## config.mk

```make
export PLATFORM = sky130hd
export DESIGN_NAME = osfs_selector
export DESIGN_NICKNAME = d
export VERILOG_FILES = /design/src/osfs_pkg.sv /design/src/osfs_selector.sv
export SDC_FILE = /design/constraint.sdc
export NUM_CORES = 1
export LEC_CHECK = 0
export BUFFER_PORTS_ARGS = -buffer_cell sky130_fd_sc_hd__buf_2
export CAP_MARGIN = 20
export CORE_MARGIN = 5
export CORE_UTILIZATION = 50
export DETAILED_ROUTE_END_ITERATION = 8
export HOLD_SLACK_MARGIN = 0.12
export PLACE_DENSITY = 0.7
export SYNTH_ARGS = -nofsm -noshare
export SYNTH_HDL_FRONTEND = slang
export SYNTH_SLANG_ARGS = --single-unit
```

## constraint.sdc

```tcl
create_clock -name core_clk -period 3.75 [get_ports core_clk]
set_clock_uncertainty 0.05 [all_clocks]
set_input_delay 0.5625 -clock core_clk [delete_from_list [all_inputs] [get_ports core_clk]]
set_output_delay 0.5625 -clock core_clk [all_outputs]
set_load 0.1 [all_outputs]
```

## src/osfs_pkg.sv

```systemverilog
`default_nettype none
package osfs_pkg;
    // ------------------------------------------------------------
    // register byte offsets
    // ------------------------------------------------------------
    localparam logic [7:0] OFF_TERM_SEL = 8'h00;
    localparam logic [7:0] OFF_OVL_LIMIT = 8'h04;
    localparam logic [7:0] OFF_VLOSS_LIMIT = 8'h08;
    localparam logic [7:0] OFF_ILOSS_LIMIT = 8'h0c;
    localparam logic [7:0] OFF_PID_LOW = 8'h10;
    localparam logic [7:0] OFF_PID_HIGH = 8'h14;
    localparam logic [7:0] OFF_WDT_PERIOD = 8'h18;
    localparam logic [7:0] OFF_LOGIC_CFG = 8'h1c;
    localparam logic [7:0] OFF_HEAT_LIMIT = 8'h20;
    localparam logic [7:0] OFF_LOWLOAD_LIMIT = 8'h24;
    localparam logic [7:0] OFF_ARRIVE_BAND = 8'h28;
    localparam logic [7:0] OFF_FLAGS = 8'h2c;
    localparam logic [7:0] OFF_INT_STATUS = 8'h30;
    localparam logic [7:0] OFF_INT_MASK = 8'h34;

    // ------------------------------------------------------------
    // reset values
    // ------------------------------------------------------------
    localparam logic [31:0] RST_TERM_SEL = 32'hffffffff;
    localparam logic [31:0] RST_ZERO = 32'h00000000;
    localparam logic [31:0] RST_WDT_PERIOD = 32'h0003d090;

    // ------------------------------------------------------------
    // flag bit positions
    // ------------------------------------------------------------
    localparam int FLAG_COUNT = 14;
    localparam int FB_ARRIVE = 0;
    localparam int FB_OVERLOAD = 1;
    localparam int FB_VLOSS = 2;
    localparam int FB_ILOSS = 3;
    localparam int FB_PID = 4;
    localparam int FB_NET = 5;
    localparam int FB_BOOL1 = 6;
    localparam int FB_CAP = 9;
    localparam int FB_FAN = 10;
    localparam int FB_START = 11;
    localparam int FB_HEAT = 12;
    localparam int FB_LOWLOAD = 13;

    // ------------------------------------------------------------
    // option codes and boolean operators
    // ------------------------------------------------------------
    localparam logic [7:0] OPT_ARRIVE = 8'h19;
    localparam logic [7:0] OPT_OVERLOAD = 8'h1a;
    localparam logic [7:0] OPT_VLOSS = 8'h1b;
    localparam logic [7:0] OPT_ILOSS = 8'h1c;
    localparam logic [7:0] OPT_PID = 8'h1f;
    localparam logic [7:0] OPT_NET = 8'h20;
    localparam logic [7:0] OPT_BOOL1 = 8'h21;
    localparam logic [7:0] OPT_BOOL2 = 8'h22;
    localparam logic [7:0] OPT_BOOL3 = 8'h23;
    localparam logic [7:0] OPT_CAP = 8'h27;
    localparam logic [7:0] OPT_FAN = 8'h28;
    localparam logic [7:0] OPT_START = 8'h29;
    localparam logic [7:0] OPT_HEAT = 8'h2a;
    localparam logic [7:0] OPT_LOWLOAD = 8'h2b;

    typedef enum logic [1:0] {
        OSFS_OP_AND,
        OSFS_OP_OR,
        OSFS_OP_XOR
    } osfs_bool_op_t;
endpackage
`default_nettype wire

```

## src/osfs_selector.sv

```systemverilog
// Decided for this implementation: the register offsets and the Wishbone register port.
`timescale 1ns/1ps
`default_nettype none

// Notes on behaviour
// RQ1 - arrival flag: output on, frequency within band
// RQ2 - overload flag: current above overload limit
// RQ3 - voltage loss flag: voltage input below limit
// RQ4 - current loss flag: current input below limit
// RQ5 - pid flag sets: running, variable below low
// RQ6 - pid flag clears: above high or run-to-stop
// RQ7 - network flag: watchdog period expires without activity
// RQ8 - three boolean flags follow configured operations
// RQ9 - capacitor flag follows capacitor life expiry
// RQ10 - fan flag follows fan life expiry
// RQ11 - start flag: exactly one run command
// RQ12 - overheat flag: heat-sink above limit
// RQ13 - low load flag: motor current below limit
// RQ14 - per-terminal option code; unknown code drives inactive
module osfs_selector #(
    parameter int NUM_TERM = 2,
    parameter int DW = 16
) (
    input wire logic core_clk,
    input wire logic reset_n,
    input wire logic wb_cyc_i,
    input wire logic wb_stb_i,
    input wire logic wb_we_i,
    input wire logic [7:0] wb_adr_i,
    input wire logic [3:0] wb_sel_i,
    input wire logic [31:0] wb_dat_i,
    output logic [31:0] wb_dat_o,
    output logic wb_ack_o,
    input wire logic outputOn,
    input wire logic [DW-1:0] outputFreq,
    input wire logic [DW-1:0] setFreq,
    input wire logic [DW-1:0] outputCurrent,
    input wire logic [DW-1:0] voltageInput,
    input wire logic [DW-1:0] currentInput,
    input wire logic runMode,
    input wire logic [DW-1:0] process_variable,
    input wire logic commActivity,
    input wire logic [2:0] logicInA,
    input wire logic [2:0] logicInB,
    input wire logic capacitorExpired,
    input wire logic fanExpired,
    input wire logic forward_run_command,
    input wire logic reverse_run_command,
    input wire logic [DW-1:0] heatsinkTemp,
    input wire logic [DW-1:0] motorCurrent,
    output logic [NUM_TERM-1:0] termOut,
    output logic irq
);
    // ------------------------------------------------------------
    // registers
    // ------------------------------------------------------------
    logic wb_ack_ff;
    logic [31:0] rdData_ff;
    logic [31:0] termSel_ff;
    logic [DW-1:0] ovlLimit_ff, vlossLimit_ff, ilossLimit_ff, pidLow_ff, pidHigh_ff;
    logic [DW-1:0] heatLimit_ff, lowloadLimit_ff, arriveBand_ff;
    logic [31:0] wdtPeriod_ff, wdtCount_ff;
    logic [5:0] logicCfg_ff;
    logic [osfs_pkg::FLAG_COUNT-1:0] flags_ff, flagsPrev_ff, intStatus_ff, intMask_ff;
    logic runPrev_ff;
    logic [NUM_TERM-1:0] termOut_ff;
    logic irq_ff;

    logic busReq, wrEn;
    logic [7:0] regAdr;
    logic [31:0] byteMask;
    logic [DW-1:0] freqDiff;
    logic [2:0] boolRes;
    logic [osfs_pkg::FLAG_COUNT-1:0] nxt_flagsComb;

    assign busReq = wb_cyc_i && wb_stb_i && !wb_ack_ff;
    assign wrEn = busReq && wb_we_i;
    assign regAdr = {wb_adr_i[7:2], 2'b00};
    assign byteMask = {{8{wb_sel_i[3]}}, {8{wb_sel_i[2]}}, {8{wb_sel_i[1]}}, {8{wb_sel_i[0]}}};

    function automatic logic [31:0] merge(input logic [31:0] old, input logic [31:0] dat,
                                          input logic [31:0] m);
        merge = (old & ~m) | (dat & m);
    endfunction

    // ------------------------------------------------------------
    // wishbone slave: one wait state, unmapped reads as zero
    // ------------------------------------------------------------
    always_ff @(posedge core_clk or negedge reset_n) begin
        if (!reset_n) begin
            wb_ack_ff <= 1'b0;
        end else begin
            wb_ack_ff <= busReq;
        end
    end

    always_ff @(posedge core_clk or negedge reset_n) begin
        if (!reset_n) begin
            rdData_ff <= osfs_pkg::RST_ZERO;
        end else if (busReq) begin
            if (regAdr == osfs_pkg::OFF_TERM_SEL) begin
                rdData_ff <= termSel_ff;
            end else if (regAdr == osfs_pkg::OFF_OVL_LIMIT) begin
                rdData_ff <= 32'(ovlLimit_ff);
            end else if (regAdr == osfs_pkg::OFF_VLOSS_LIMIT) begin
                rdData_ff <= 32'(vlossLimit_ff);
            end else if (regAdr == osfs_pkg::OFF_ILOSS_LIMIT) begin
                rdData_ff <= 32'(ilossLimit_ff);
            end else if (regAdr == osfs_pkg::OFF_PID_LOW) begin
                rdData_ff <= 32'(pidLow_ff);
            end else if (regAdr == osfs_pkg::OFF_PID_HIGH) begin
                rdData_ff <= 32'(pidHigh_ff);
            end else if (regAdr == osfs_pkg::OFF_WDT_PERIOD) begin
                rdData_ff <= wdtPeriod_ff;
            end else if (regAdr == osfs_pkg::OFF_LOGIC_CFG) begin
                rdData_ff <= 32'(logicCfg_ff);
            end else if (regAdr == osfs_pkg::OFF_HEAT_LIMIT) begin
                rdData_ff <= 32'(heatLimit_ff);
            end else if (regAdr == osfs_pkg::OFF_LOWLOAD_LIMIT) begin
                rdData_ff <= 32'(lowloadLimit_ff);
            end else if (regAdr == osfs_pkg::OFF_ARRIVE_BAND) begin
                rdData_ff <= 32'(arriveBand_ff);
            end else if (regAdr == osfs_pkg::OFF_FLAGS) begin
                rdData_ff <= 32'(flags_ff);
            end else if (regAdr == osfs_pkg::OFF_INT_STATUS) begin
                rdData_ff <= 32'(intStatus_ff);
            end else if (regAdr == osfs_pkg::OFF_INT_MASK) begin
                rdData_ff <= 32'(intMask_ff);
            end else begin
                rdData_ff <= osfs_pkg::RST_ZERO;
            end
        end
    end

    always_ff @(posedge core_clk or negedge reset_n) begin
        if (!reset_n) begin
            termSel_ff <= osfs_pkg::RST_TERM_SEL;
            ovlLimit_ff <= DW'(osfs_pkg::RST_ZERO);
            vlossLimit_ff <= DW'(osfs_pkg::RST_ZERO);
            ilossLimit_ff <= DW'(osfs_pkg::RST_ZERO);
            pidLow_ff <= DW'(osfs_pkg::RST_ZERO);
            pidHigh_ff <= DW'(osfs_pkg::RST_ZERO);
            wdtPeriod_ff <= osfs_pkg::RST_WDT_PERIOD;
            logicCfg_ff <= 6'(osfs_pkg::RST_ZERO);
            heatLimit_ff <= DW'(osfs_pkg::RST_ZERO);
            lowloadLimit_ff <= DW'(osfs_pkg::RST_ZERO);
            arriveBand_ff <= DW'(osfs_pkg::RST_ZERO);
            intMask_ff <= osfs_pkg::FLAG_COUNT'(osfs_pkg::RST_ZERO);
        end else if (wrEn) begin
            if (regAdr == osfs_pkg::OFF_TERM_SEL) begin
                termSel_ff <= merge(termSel_ff, wb_dat_i, byteMask);
            end else if (regAdr == osfs_pkg::OFF_OVL_LIMIT) begin
                ovlLimit_ff <= DW'(merge(32'(ovlLimit_ff), wb_dat_i, byteMask));
            end else if (regAdr == osfs_pkg::OFF_VLOSS_LIMIT) begin
                vlossLimit_ff <= DW'(merge(32'(vlossLimit_ff), wb_dat_i, byteMask));
            end else if (regAdr == osfs_pkg::OFF_ILOSS_LIMIT) begin
                ilossLimit_ff <= DW'(merge(32'(ilossLimit_ff), wb_dat_i, byteMask));
            end else if (regAdr == osfs_pkg::OFF_PID_LOW) begin
                pidLow_ff <= DW'(merge(32'(pidLow_ff), wb_dat_i, byteMask));
            end else if (regAdr == osfs_pkg::OFF_PID_HIGH) begin
                pidHigh_ff <= DW'(merge(32'(pidHigh_ff), wb_dat_i, byteMask));
            end else if (regAdr == osfs_pkg::OFF_WDT_PERIOD) begin
                wdtPeriod_ff <= merge(wdtPeriod_ff, wb_dat_i, byteMask);
            end else if (regAdr == osfs_pkg::OFF_LOGIC_CFG) begin
                logicCfg_ff <= 6'(merge(32'(logicCfg_ff), wb_dat_i, byteMask));
            end else if (regAdr == osfs_pkg::OFF_HEAT_LIMIT) begin
                heatLimit_ff <= DW'(merge(32'(heatLimit_ff), wb_dat_i, byteMask));
            end else if (regAdr == osfs_pkg::OFF_LOWLOAD_LIMIT) begin
                lowloadLimit_ff <= DW'(merge(32'(lowloadLimit_ff), wb_dat_i, byteMask));
            end else if (regAdr == osfs_pkg::OFF_ARRIVE_BAND) begin
                arriveBand_ff <= DW'(merge(32'(arriveBand_ff), wb_dat_i, byteMask));
            end else if (regAdr == osfs_pkg::OFF_INT_MASK) begin
                intMask_ff <= osfs_pkg::FLAG_COUNT'(merge(32'(intMask_ff), wb_dat_i, byteMask));
            end
        end
    end

    // ------------------------------------------------------------
    // level flags and latched pid flag
    // ------------------------------------------------------------
    assign freqDiff = (outputFreq > setFreq) ? outputFreq - setFreq : setFreq - outputFreq;

    // each boolean output combines its own pair of inputs
    always_comb begin
        for (int i = 0; i < 3; i++) begin
            case (osfs_pkg::osfs_bool_op_t'(logicCfg_ff[2*i +: 2]))
                osfs_pkg::OSFS_OP_AND: boolRes[i] = logicInA[i] & logicInB[i];
                osfs_pkg::OSFS_OP_OR: boolRes[i] = logicInA[i] | logicInB[i];
                osfs_pkg::OSFS_OP_XOR: boolRes[i] = logicInA[i] ^ logicInB[i];
                default: boolRes[i] = 1'b0;
            endcase
        end
    end

    always_comb begin
        nxt_flagsComb = flags_ff;
        // ramps do not mask arrival, only outputOn and the band do
        nxt_flagsComb[osfs_pkg::FB_ARRIVE] = outputOn && (freqDiff <= arriveBand_ff); // RQ1
        nxt_flagsComb[osfs_pkg::FB_OVERLOAD] = outputCurrent > ovlLimit_ff; // RQ2
        nxt_flagsComb[osfs_pkg::FB_VLOSS] = voltageInput < vlossLimit_ff; // RQ3
        nxt_flagsComb[osfs_pkg::FB_ILOSS] = currentInput < ilossLimit_ff; // RQ4
        nxt_flagsComb[osfs_pkg::FB_BOOL1 +: 3] = boolRes; // RQ8
        nxt_flagsComb[osfs_pkg::FB_CAP] = capacitorExpired; // RQ9
        nxt_flagsComb[osfs_pkg::FB_FAN] = fanExpired; // RQ10
        nxt_flagsComb[osfs_pkg::FB_START] = forward_run_command ^ reverse_run_command; // RQ11
        nxt_flagsComb[osfs_pkg::FB_HEAT] = heatsinkTemp > heatLimit_ff; // RQ12
        nxt_flagsComb[osfs_pkg::FB_LOWLOAD] = motorCurrent < lowloadLimit_ff; // RQ13
        // latched pid flag: clear wins over set when limits overlap
        if ((process_variable > pidHigh_ff) || (runPrev_ff && !runMode)) begin
            nxt_flagsComb[osfs_pkg::FB_PID] = 1'b0; // RQ6
        end else if (runMode && (process_variable < pidLow_ff)) begin
            nxt_flagsComb[osfs_pkg::FB_PID] = 1'b1; // RQ5
        end
        nxt_flagsComb[osfs_pkg::FB_NET] = (wdtPeriod_ff != 32'h00000000) && !commActivity
            && (wdtCount_ff >= wdtPeriod_ff); // RQ7
    end

    always_ff @(posedge core_clk or negedge reset_n) begin
        if (!reset_n) begin
            flags_ff <= osfs_pkg::FLAG_COUNT'(osfs_pkg::RST_ZERO);
            flagsPrev_ff <= osfs_pkg::FLAG_COUNT'(osfs_pkg::RST_ZERO);
            runPrev_ff <= 1'b0;
        end else begin
            flags_ff <= nxt_flagsComb;
            flagsPrev_ff <= flags_ff;
            runPrev_ff <= runMode;
        end
    end

    // ------------------------------------------------------------
    // communications watchdog, saturating; zero period disables
    // ------------------------------------------------------------
    always_ff @(posedge core_clk or negedge reset_n) begin
        if (!reset_n) begin
            wdtCount_ff <= osfs_pkg::RST_ZERO;
        end else if (commActivity) begin
            wdtCount_ff <= osfs_pkg::RST_ZERO; // RQ7
        end else if (wdtCount_ff < wdtPeriod_ff) begin
            wdtCount_ff <= wdtCount_ff + 32'h00000001;
        end
    end

    // ------------------------------------------------------------
    // terminal selection, 8-bit code per terminal
    // ------------------------------------------------------------
    always_ff @(posedge core_clk or negedge reset_n) begin
        if (!reset_n) begin
            termOut_ff <= '0;
        end else begin
            for (int t = 0; t < NUM_TERM; t++) begin
                case (termSel_ff[8*t +: 8]) // RQ14
                    osfs_pkg::OPT_ARRIVE: termOut_ff[t] <= flags_ff[osfs_pkg::FB_ARRIVE];
                    osfs_pkg::OPT_OVERLOAD: termOut_ff[t] <= flags_ff[osfs_pkg::FB_OVERLOAD];
                    osfs_pkg::OPT_VLOSS: termOut_ff[t] <= flags_ff[osfs_pkg::FB_VLOSS];
                    osfs_pkg::OPT_ILOSS: termOut_ff[t] <= flags_ff[osfs_pkg::FB_ILOSS];
                    osfs_pkg::OPT_PID: termOut_ff[t] <= flags_ff[osfs_pkg::FB_PID];
                    osfs_pkg::OPT_NET: termOut_ff[t] <= flags_ff[osfs_pkg::FB_NET];
                    osfs_pkg::OPT_BOOL1: termOut_ff[t] <= flags_ff[osfs_pkg::FB_BOOL1];
                    osfs_pkg::OPT_BOOL2: termOut_ff[t] <= flags_ff[osfs_pkg::FB_BOOL1 + 1];
                    osfs_pkg::OPT_BOOL3: termOut_ff[t] <= flags_ff[osfs_pkg::FB_BOOL1 + 2];
                    osfs_pkg::OPT_CAP: termOut_ff[t] <= flags_ff[osfs_pkg::FB_CAP];
                    osfs_pkg::OPT_FAN: termOut_ff[t] <= flags_ff[osfs_pkg::FB_FAN];
                    osfs_pkg::OPT_START: termOut_ff[t] <= flags_ff[osfs_pkg::FB_START];
                    osfs_pkg::OPT_HEAT: termOut_ff[t] <= flags_ff[osfs_pkg::FB_HEAT];
                    osfs_pkg::OPT_LOWLOAD: termOut_ff[t] <= flags_ff[osfs_pkg::FB_LOWLOAD];
                    default: termOut_ff[t] <= 1'b0; // RQ14
                endcase
            end
        end
    end

    // ------------------------------------------------------------
    // interrupts: rising flag sets sticky bit, set beats w1c
    // ------------------------------------------------------------
    always_ff @(posedge core_clk or negedge reset_n) begin
        if (!reset_n) begin
            intStatus_ff <= osfs_pkg::FLAG_COUNT'(osfs_pkg::RST_ZERO);
        end else begin
            if (wrEn && regAdr == osfs_pkg::OFF_INT_STATUS) begin
                intStatus_ff <= (intStatus_ff
                    & ~osfs_pkg::FLAG_COUNT'(wb_dat_i & byteMask))
                    | (flags_ff & ~flagsPrev_ff);
            end else begin
                intStatus_ff <= intStatus_ff | (flags_ff & ~flagsPrev_ff);
            end
        end
    end

    always_ff @(posedge core_clk or negedge reset_n) begin
        if (!reset_n) begin
            irq_ff <= 1'b0;
        end else begin
            irq_ff <= |(intStatus_ff & intMask_ff);
        end
    end

    assign wb_ack_o = wb_ack_ff;
    assign wb_dat_o = rdData_ff;
    assign termOut = termOut_ff;
    assign irq = irq_ff;
endmodule

`default_nettype wire

```

== After elaboration in Yosys (flattened, before gate mapping) ==
Cells that the tools add are included.

* Bits in registers: 323
* Input port bits: 190
* Output and inout port bits: 36
* Logic and storage cells: 195

* Add/sub/neg operators: 3
* Magnitude comparators: 11
* Eq/ne operators: 47
* Muxes and demuxes: 25
* Bitwise operators: 54
* Reduce and logical (&&, ||, !) cells: 33

{| class="wikitable"
|+ Operators with widths
! operator !! count
|-
| $mux W32 || 9
|-
| $eq A8 B6 Y1 const B || 18
|-
| $and A16 B16 Y16 || 8
|-
| $or A16 B16 Y16 || 8
|-
| $and A32 B32 Y32 || 3
|-
| $eq A8 B5 Y1 const B || 10
|-
| $mux W16 || 5
|-
| $gt A16 B16 Y1 || 4
|-
| $lt A16 B16 Y1 || 4
|-
| $or A32 B32 Y32 || 2
|-
| $and A14 B14 Y14 || 4
|-
| $mux W14 || 4
|-
| $or A14 B14 Y14 || 3
|-
| $eq A6 B4 Y1 const B || 6
|-
| $add A32 B1 Y32 const B || 1
|-
| $ge A32 B32 Y1 || 1
|-
| $lt A32 B32 Y1 || 1
|-
| $not A32 Y32 || 1
|-
| $reduce_bool A32 Y1 || 1
|-
| $sub A16 B16 Y16 || 2
|-
| $not A14 Y14 || 2
|-
| $pmux W1 S14 || 2
|-
| $eq A6 B3 Y1 const B || 4
|-
| $le A16 B16 Y1 || 1
|-
| 31 further kinds || 69
|}

== Depth between registers and ports, before layout ==
* Depth after elaboration: 15
* Mapped depth: 20
* Gate-level depth less buffers: 19

== Worst setup path before layout ==
No wires, ideal clock.

* Path type: input to register
* Start point: in outputFreq[0]
* End point: reg flags_ff[0] (netlist bit)
* Library setup time: 0.069 ns
* Arrival time: 3.842 ns
* Data required time: 3.631 ns
* Path slack: -0.211 ns
* Stages: 18
* Buffers on the path: 0
* Cells stage by stage: inv_1 -> ha_1 -> inv_1 -> fa_1 -> a211oi_2 -> o211ai_2 -> a41oi_1 -> nor2_1 -> mux2_1 -> a211o_1 -> a221oi_2 -> xnor2_1 -> ha_1 -> nor2b_1 -> o21ai_0 -> nor4bb_1 -> o211ai_1 -> nand3_1

* Word-level cells in the longest chain between the ends: 4
* Elaborated cells between the ends (all ways): 6
* Classes of those cells: add/sub (2); order compare (2); mux (1); reduce/logical (1)

{| class="wikitable"
|+ RTL lines
! element !! line !! source
|-
| start: declaration || osfs_selector.sv:35 || <nowiki>input wire logic [DW-1:0] outputFreq,</nowiki>
|-
| $sub A16 B16 Y16 / $gt A16 B16 Y1 (equally long branches) || osfs_selector.sv:181 || <nowiki>assign freqDiff = (outputFreq > setFreq) ? outputFreq - setFreq : setFreq - outputFreq;</nowiki>
|-
| $mux W16 * || osfs_selector.sv:181 ||
|-
| $le A16 B16 Y1 * || osfs_selector.sv:198 || <nowiki>nxt_flagsComb[osfs_pkg::FB_ARRIVE] = outputOn && (freqDiff <= arriveBand_ff);</nowiki>
|-
| $logic_and A1 B1 Y1 * || osfs_selector.sv:198 ||
|-
| named net nxt_flagsComb (one bit) || osfs_selector.sv:74 || <nowiki>logic [osfs_pkg::FLAG_COUNT-1:0] nxt_flagsComb;</nowiki>
|-
| end signal: assignment || osfs_selector.sv:220 || <nowiki>flags_ff <= osfs_pkg::FLAG_COUNT'(osfs_pkg::RST_ZERO);</nowiki>
|-
| end signal: assignment || osfs_selector.sv:224 || <nowiki>flags_ff <= nxt_flagsComb;</nowiki>
|-
| end: declaration || osfs_selector.sv:64 || <nowiki>logic [osfs_pkg::FLAG_COUNT-1:0] flags_ff, flagsPrev_ff, intStatus_ff, intMask_ff;</nowiki>
|}

The timed path passes the listed nets; every way through them passes the cells marked *.
A chain may end at the register's enable or synchronous reset.

== Worst setup path after layout ==
Ends and elaborated chain as after synthesis.

==> impl_metrics.env <==
export IMPL_outcome="finished clean"
export IMPL_slew_headroom_pct=48.65
export IMPL_cts_tree="built"
export IMPL_cp_slowest_cell="fa_2"
export IMPL_syn_to_final_growth_pct=18.48
export IMPL_seq_area_um2=8132
export IMPL_path_clk_slew_ps=60
export IMPL_synth_edff_count=0
export IMPL_cp_data_required_time_ps=4170
export IMPL_drc=0
export IMPL_drtAntennaViolNets=0
export IMPL_worstPathArrival_ps=3980
export IMPL_wirelength_um=59350
export IMPL_grt_antenna_before_repair=0
export IMPL_cp_buffers_inverters=4
export IMPL_synth_compound_area_share_pct=14.63
export IMPL_path_cells="buf_6 > inv_2 > ha_4 > inv_2 > fa_2 > a211oi_4 > o211ai_2 > nand4_4 > a22oi_4 > mux2_4 > a211o_1 > a221oi_2 > xnor2_1 > ha_1 > nand4_1 > buf_4 > or3_1 > nand3_1"
export IMPL_setup_viol=0
export IMPL_synth_simple_area_share_pct=11.25
export IMPL_cp_max_fo=5
export IMPL_grt_max_degree=90
export IMPL_hp_class="input port to register"
export IMPL_synth_ff_type="dfrtp_1"
export IMPL_path_delay_family="compound AO/OA/AOI/OAI gates"
export IMPL_drive_above_1_share_pct=30.16
export IMPL_timing_final_crit_period_ps=3555
export IMPL_cp_slowest_stage_delay_ps=410
export IMPL_initial_core_util_pct=50.25
export IMPL_synthCells=1945
export IMPL_netlist_area_um2=19830
export IMPL_critPathMostFrequentCell="inv_2"
export IMPL_p_total_w=0.009480
export IMPL_maxCapViolations=0
export IMPL_wl_per_cell_um=21.32
export IMPL_fin_area_um2=23490
export IMPL_fmaxAchievable_mhz=281.3
export IMPL_place_hpwl_um=45440
export IMPL_utilization_pct=59.54
export IMPL_clk_insertion_delay_late_ps=560
export IMPL_clock_sinks=323
export IMPL_clk_path_buf_depth=3
export IMPL_ys_types=80
export IMPL_num_vias=16420
export IMPL_core_area_um2=39460
export IMPL_synth_xor_area_share_pct=1.148
export IMPL_drt_iter0_markers=1621
export IMPL_synth_nets=2331
export IMPL_cts_root_buf="clkbuf_16"
export IMPL_fillers=3285
export IMPL_powerDensity_nw_per_um2=403.5
export IMPL_place_area_um2=22100
export IMPL_async_flop_share_pct=100.0
export IMPL_seq_area_frac_synth_pct=41.01
export IMPL_vias_per_cell=5.899
export IMPL_critical_path_class="input port to register"
export IMPL_dp_cells=2713
export IMPL_grt_pass1_vias=16640
export IMPL_fin_nets=2617
export IMPL_synth_top_family_by_area="compound AO/OA/AOI/OAI gates"
export IMPL_final_cells=2784
export IMPL_grt_pass1_wl_um=92070
export IMPL_r2r_slack_ps=470
export IMPL_maxSlewViolCount=0
export IMPL_h_tree_depth=2
export IMPL_p_leak_nw=11.31
export IMPL_yosysWarnings=0
export IMPL_place_gp_congestion=0.9379
export IMPL_grt_usage_pct=26.37
export IMPL_ios=226
export IMPL_ys_ff_latch=323
export IMPL_ir_drop_uv=266.0
export IMPL_dr_pass1_iters=8
export IMPL_cts_buffers=36
export IMPL_multi_input_area_um2=10590
export IMPL_synthMuxAreaShare_pct=13.55
export IMPL_die_h_um=209.1
export IMPL_cp_start_kind="input port"
export IMPL_tightest_slew_ps=770.2
export IMPL_grt_ovfl_total=0
export IMPL_rows=73
export IMPL_portBuffers=223
export IMPL_die_area_um2=43740
export IMPL_end_kind="register"
export IMPL_synth_adder_area_share_pct=12.44
export IMPL_die_x_um=209.1
export IMPL_synth_avg_cell_area_um2=10.19
export IMPL_hold_viol=0
export IMPL_period_share_pct=94.80
final timing paths:
path | from | to | cells after the start
min in group asynchronous | reset_n | asynchronous set/reset pin | 2
hold / removal | forward_run_command | flags_ff[11] | 2
setup / recovery | outputFreq[0] | flags_ff[0] | 18
max in group asynchronous | reset_n | asynchronous set/reset pin | 3
setup reg to reg | register | wdtCount_ff[28] | 9
hold reg to reg | flagsPrev_ff[7] | intStatus_ff[7] | 1
placed cells by master (no fill, tap or decap), types with 7 or more instances in the layout:
cell and instances:
dfrtp_1 284, inv_1 223, buf_2 221, mux2_2 219, ha_1 193, nor2_1 114
a21oi_1 100, nand2_1 95, buf_4 93, o21ai_0 72, a21o_1 55, nand4_1 41
a221oi_1 39, dfstp_2 39, clkbuf_16 36, nand3_1 35, nor2b_1 32, a222oi_1 28
nor3_1 24, a22oi_1 24, xor2_1 14, a31oi_1 14, mux2i_1 13, nor4_1 13
and3_1 12, o221ai_1 12, o22ai_1 12, nand2b_1 11, xnor2_1 11, a211oi_1 11
or3_1 11, o21a_1 11, clkbuf_8 9, or4_1 7
synthesized netlist by cell type (12+ instances only):
cell type / count / area (µm²)
a211oi_1: 12 / 90.09
a21o_1: 55 / 412.9
a21oi_1: 100 / 500.5
a221oi_1: 39 / 341.6
a222oi_1: 28 / 280.3
a22oi_1: 24 / 180.2
a31oi_1: 14 / 87.58
and3_1: 12 / 75.07
buf_2: 16 / 80.08
clkbuf_1: 54 / 202.7
dfrtp_1: 284 / 7107
dfstp_2: 39 / 1025
ha_1: 194 / 2427
inv_1: 225 / 844.6
mux2_2: 220 / 2477
mux2i_1: 13 / 130.1
nand2_1: 95 / 356.6
nand3_1: 35 / 175.2
nand4_1: 41 / 256.5
nor2_1: 115 / 431.7
nor2b_1: 32 / 200.2
nor3_1: 24 / 120.1
nor4_1: 13 / 81.33
o21ai_0: 73 / 365.4
o221ai_1: 12 / 105.1
o22ai_1: 12 / 75.07
xnor2_1: 12 / 105.1
xor2_1: 14 / 122.6
where the power goes:
part	leakage [nW]	switching (W)	internal, W
registers	4.17	0.000147	0.00364
logic	6.50	0.00120	0.000654
clock network	0.630	0.00151	0.00232
total	11.3	0.00286	0.00662
cell families after synthesis:
family	count (synthesis)
adders and majority gates	196
DFF	323
AOI/OAI and AO/OA	421
muxes	238
buffers and inverters	304
and+or+nand+nor	437
xor gates and xnor gates	26
worst register-to-register path: stages (launching register included):
cell	delay, ps
dfstp_2	590
inv_1	60
ha_1	300
and3_1	210
nand4_1	180
nor2_1	100
o31ai_4	590
nand2_2	290
nor4_1	420
mux2_2	380
per-layer routing:
layer  track usage, %  share of wire [%]  vias up
li1                 -                  -     7593
met1            36.38                 42     8087
met2            43.27                 47      632
met3            4.369                7.5      112
met4            7.358                2.7        0
met5                0                  0        -
cell type report:
type	instances	share of cell area (%)
tap	525	2.796
multi-input combinational	1318	45.07
antenna	1	0.01065
inverter	226	3.611
timing repair buffer	326	8.436
clock buffer	51	4.458
clock inverter	14	1.012
sequential	323	34.61
timing repair:
action / CTS / global route
resized for setup: 0 / 12
hold endpoints to repair: 87 / 0
hold buffers: 4 / 0
endpoints found under the setup margin: 0 / 1
setup buffers: 0 / 1
per-stage QoR:
stage	setup WS, ps	hold WS [ps]	TNS (ps)
4_1_cts	126.1	137.9	0
3_3_place_gp	-397.3	352.0	-397.3
2_1_floorplan	12.39	216.9	0
6_report	194.9	153.9	0
5_1_grt	-14.47	168.8	-14.47
3_5_place_dp	-432.1	367.0	-432.1
Power figures use the tool's default switching activity.
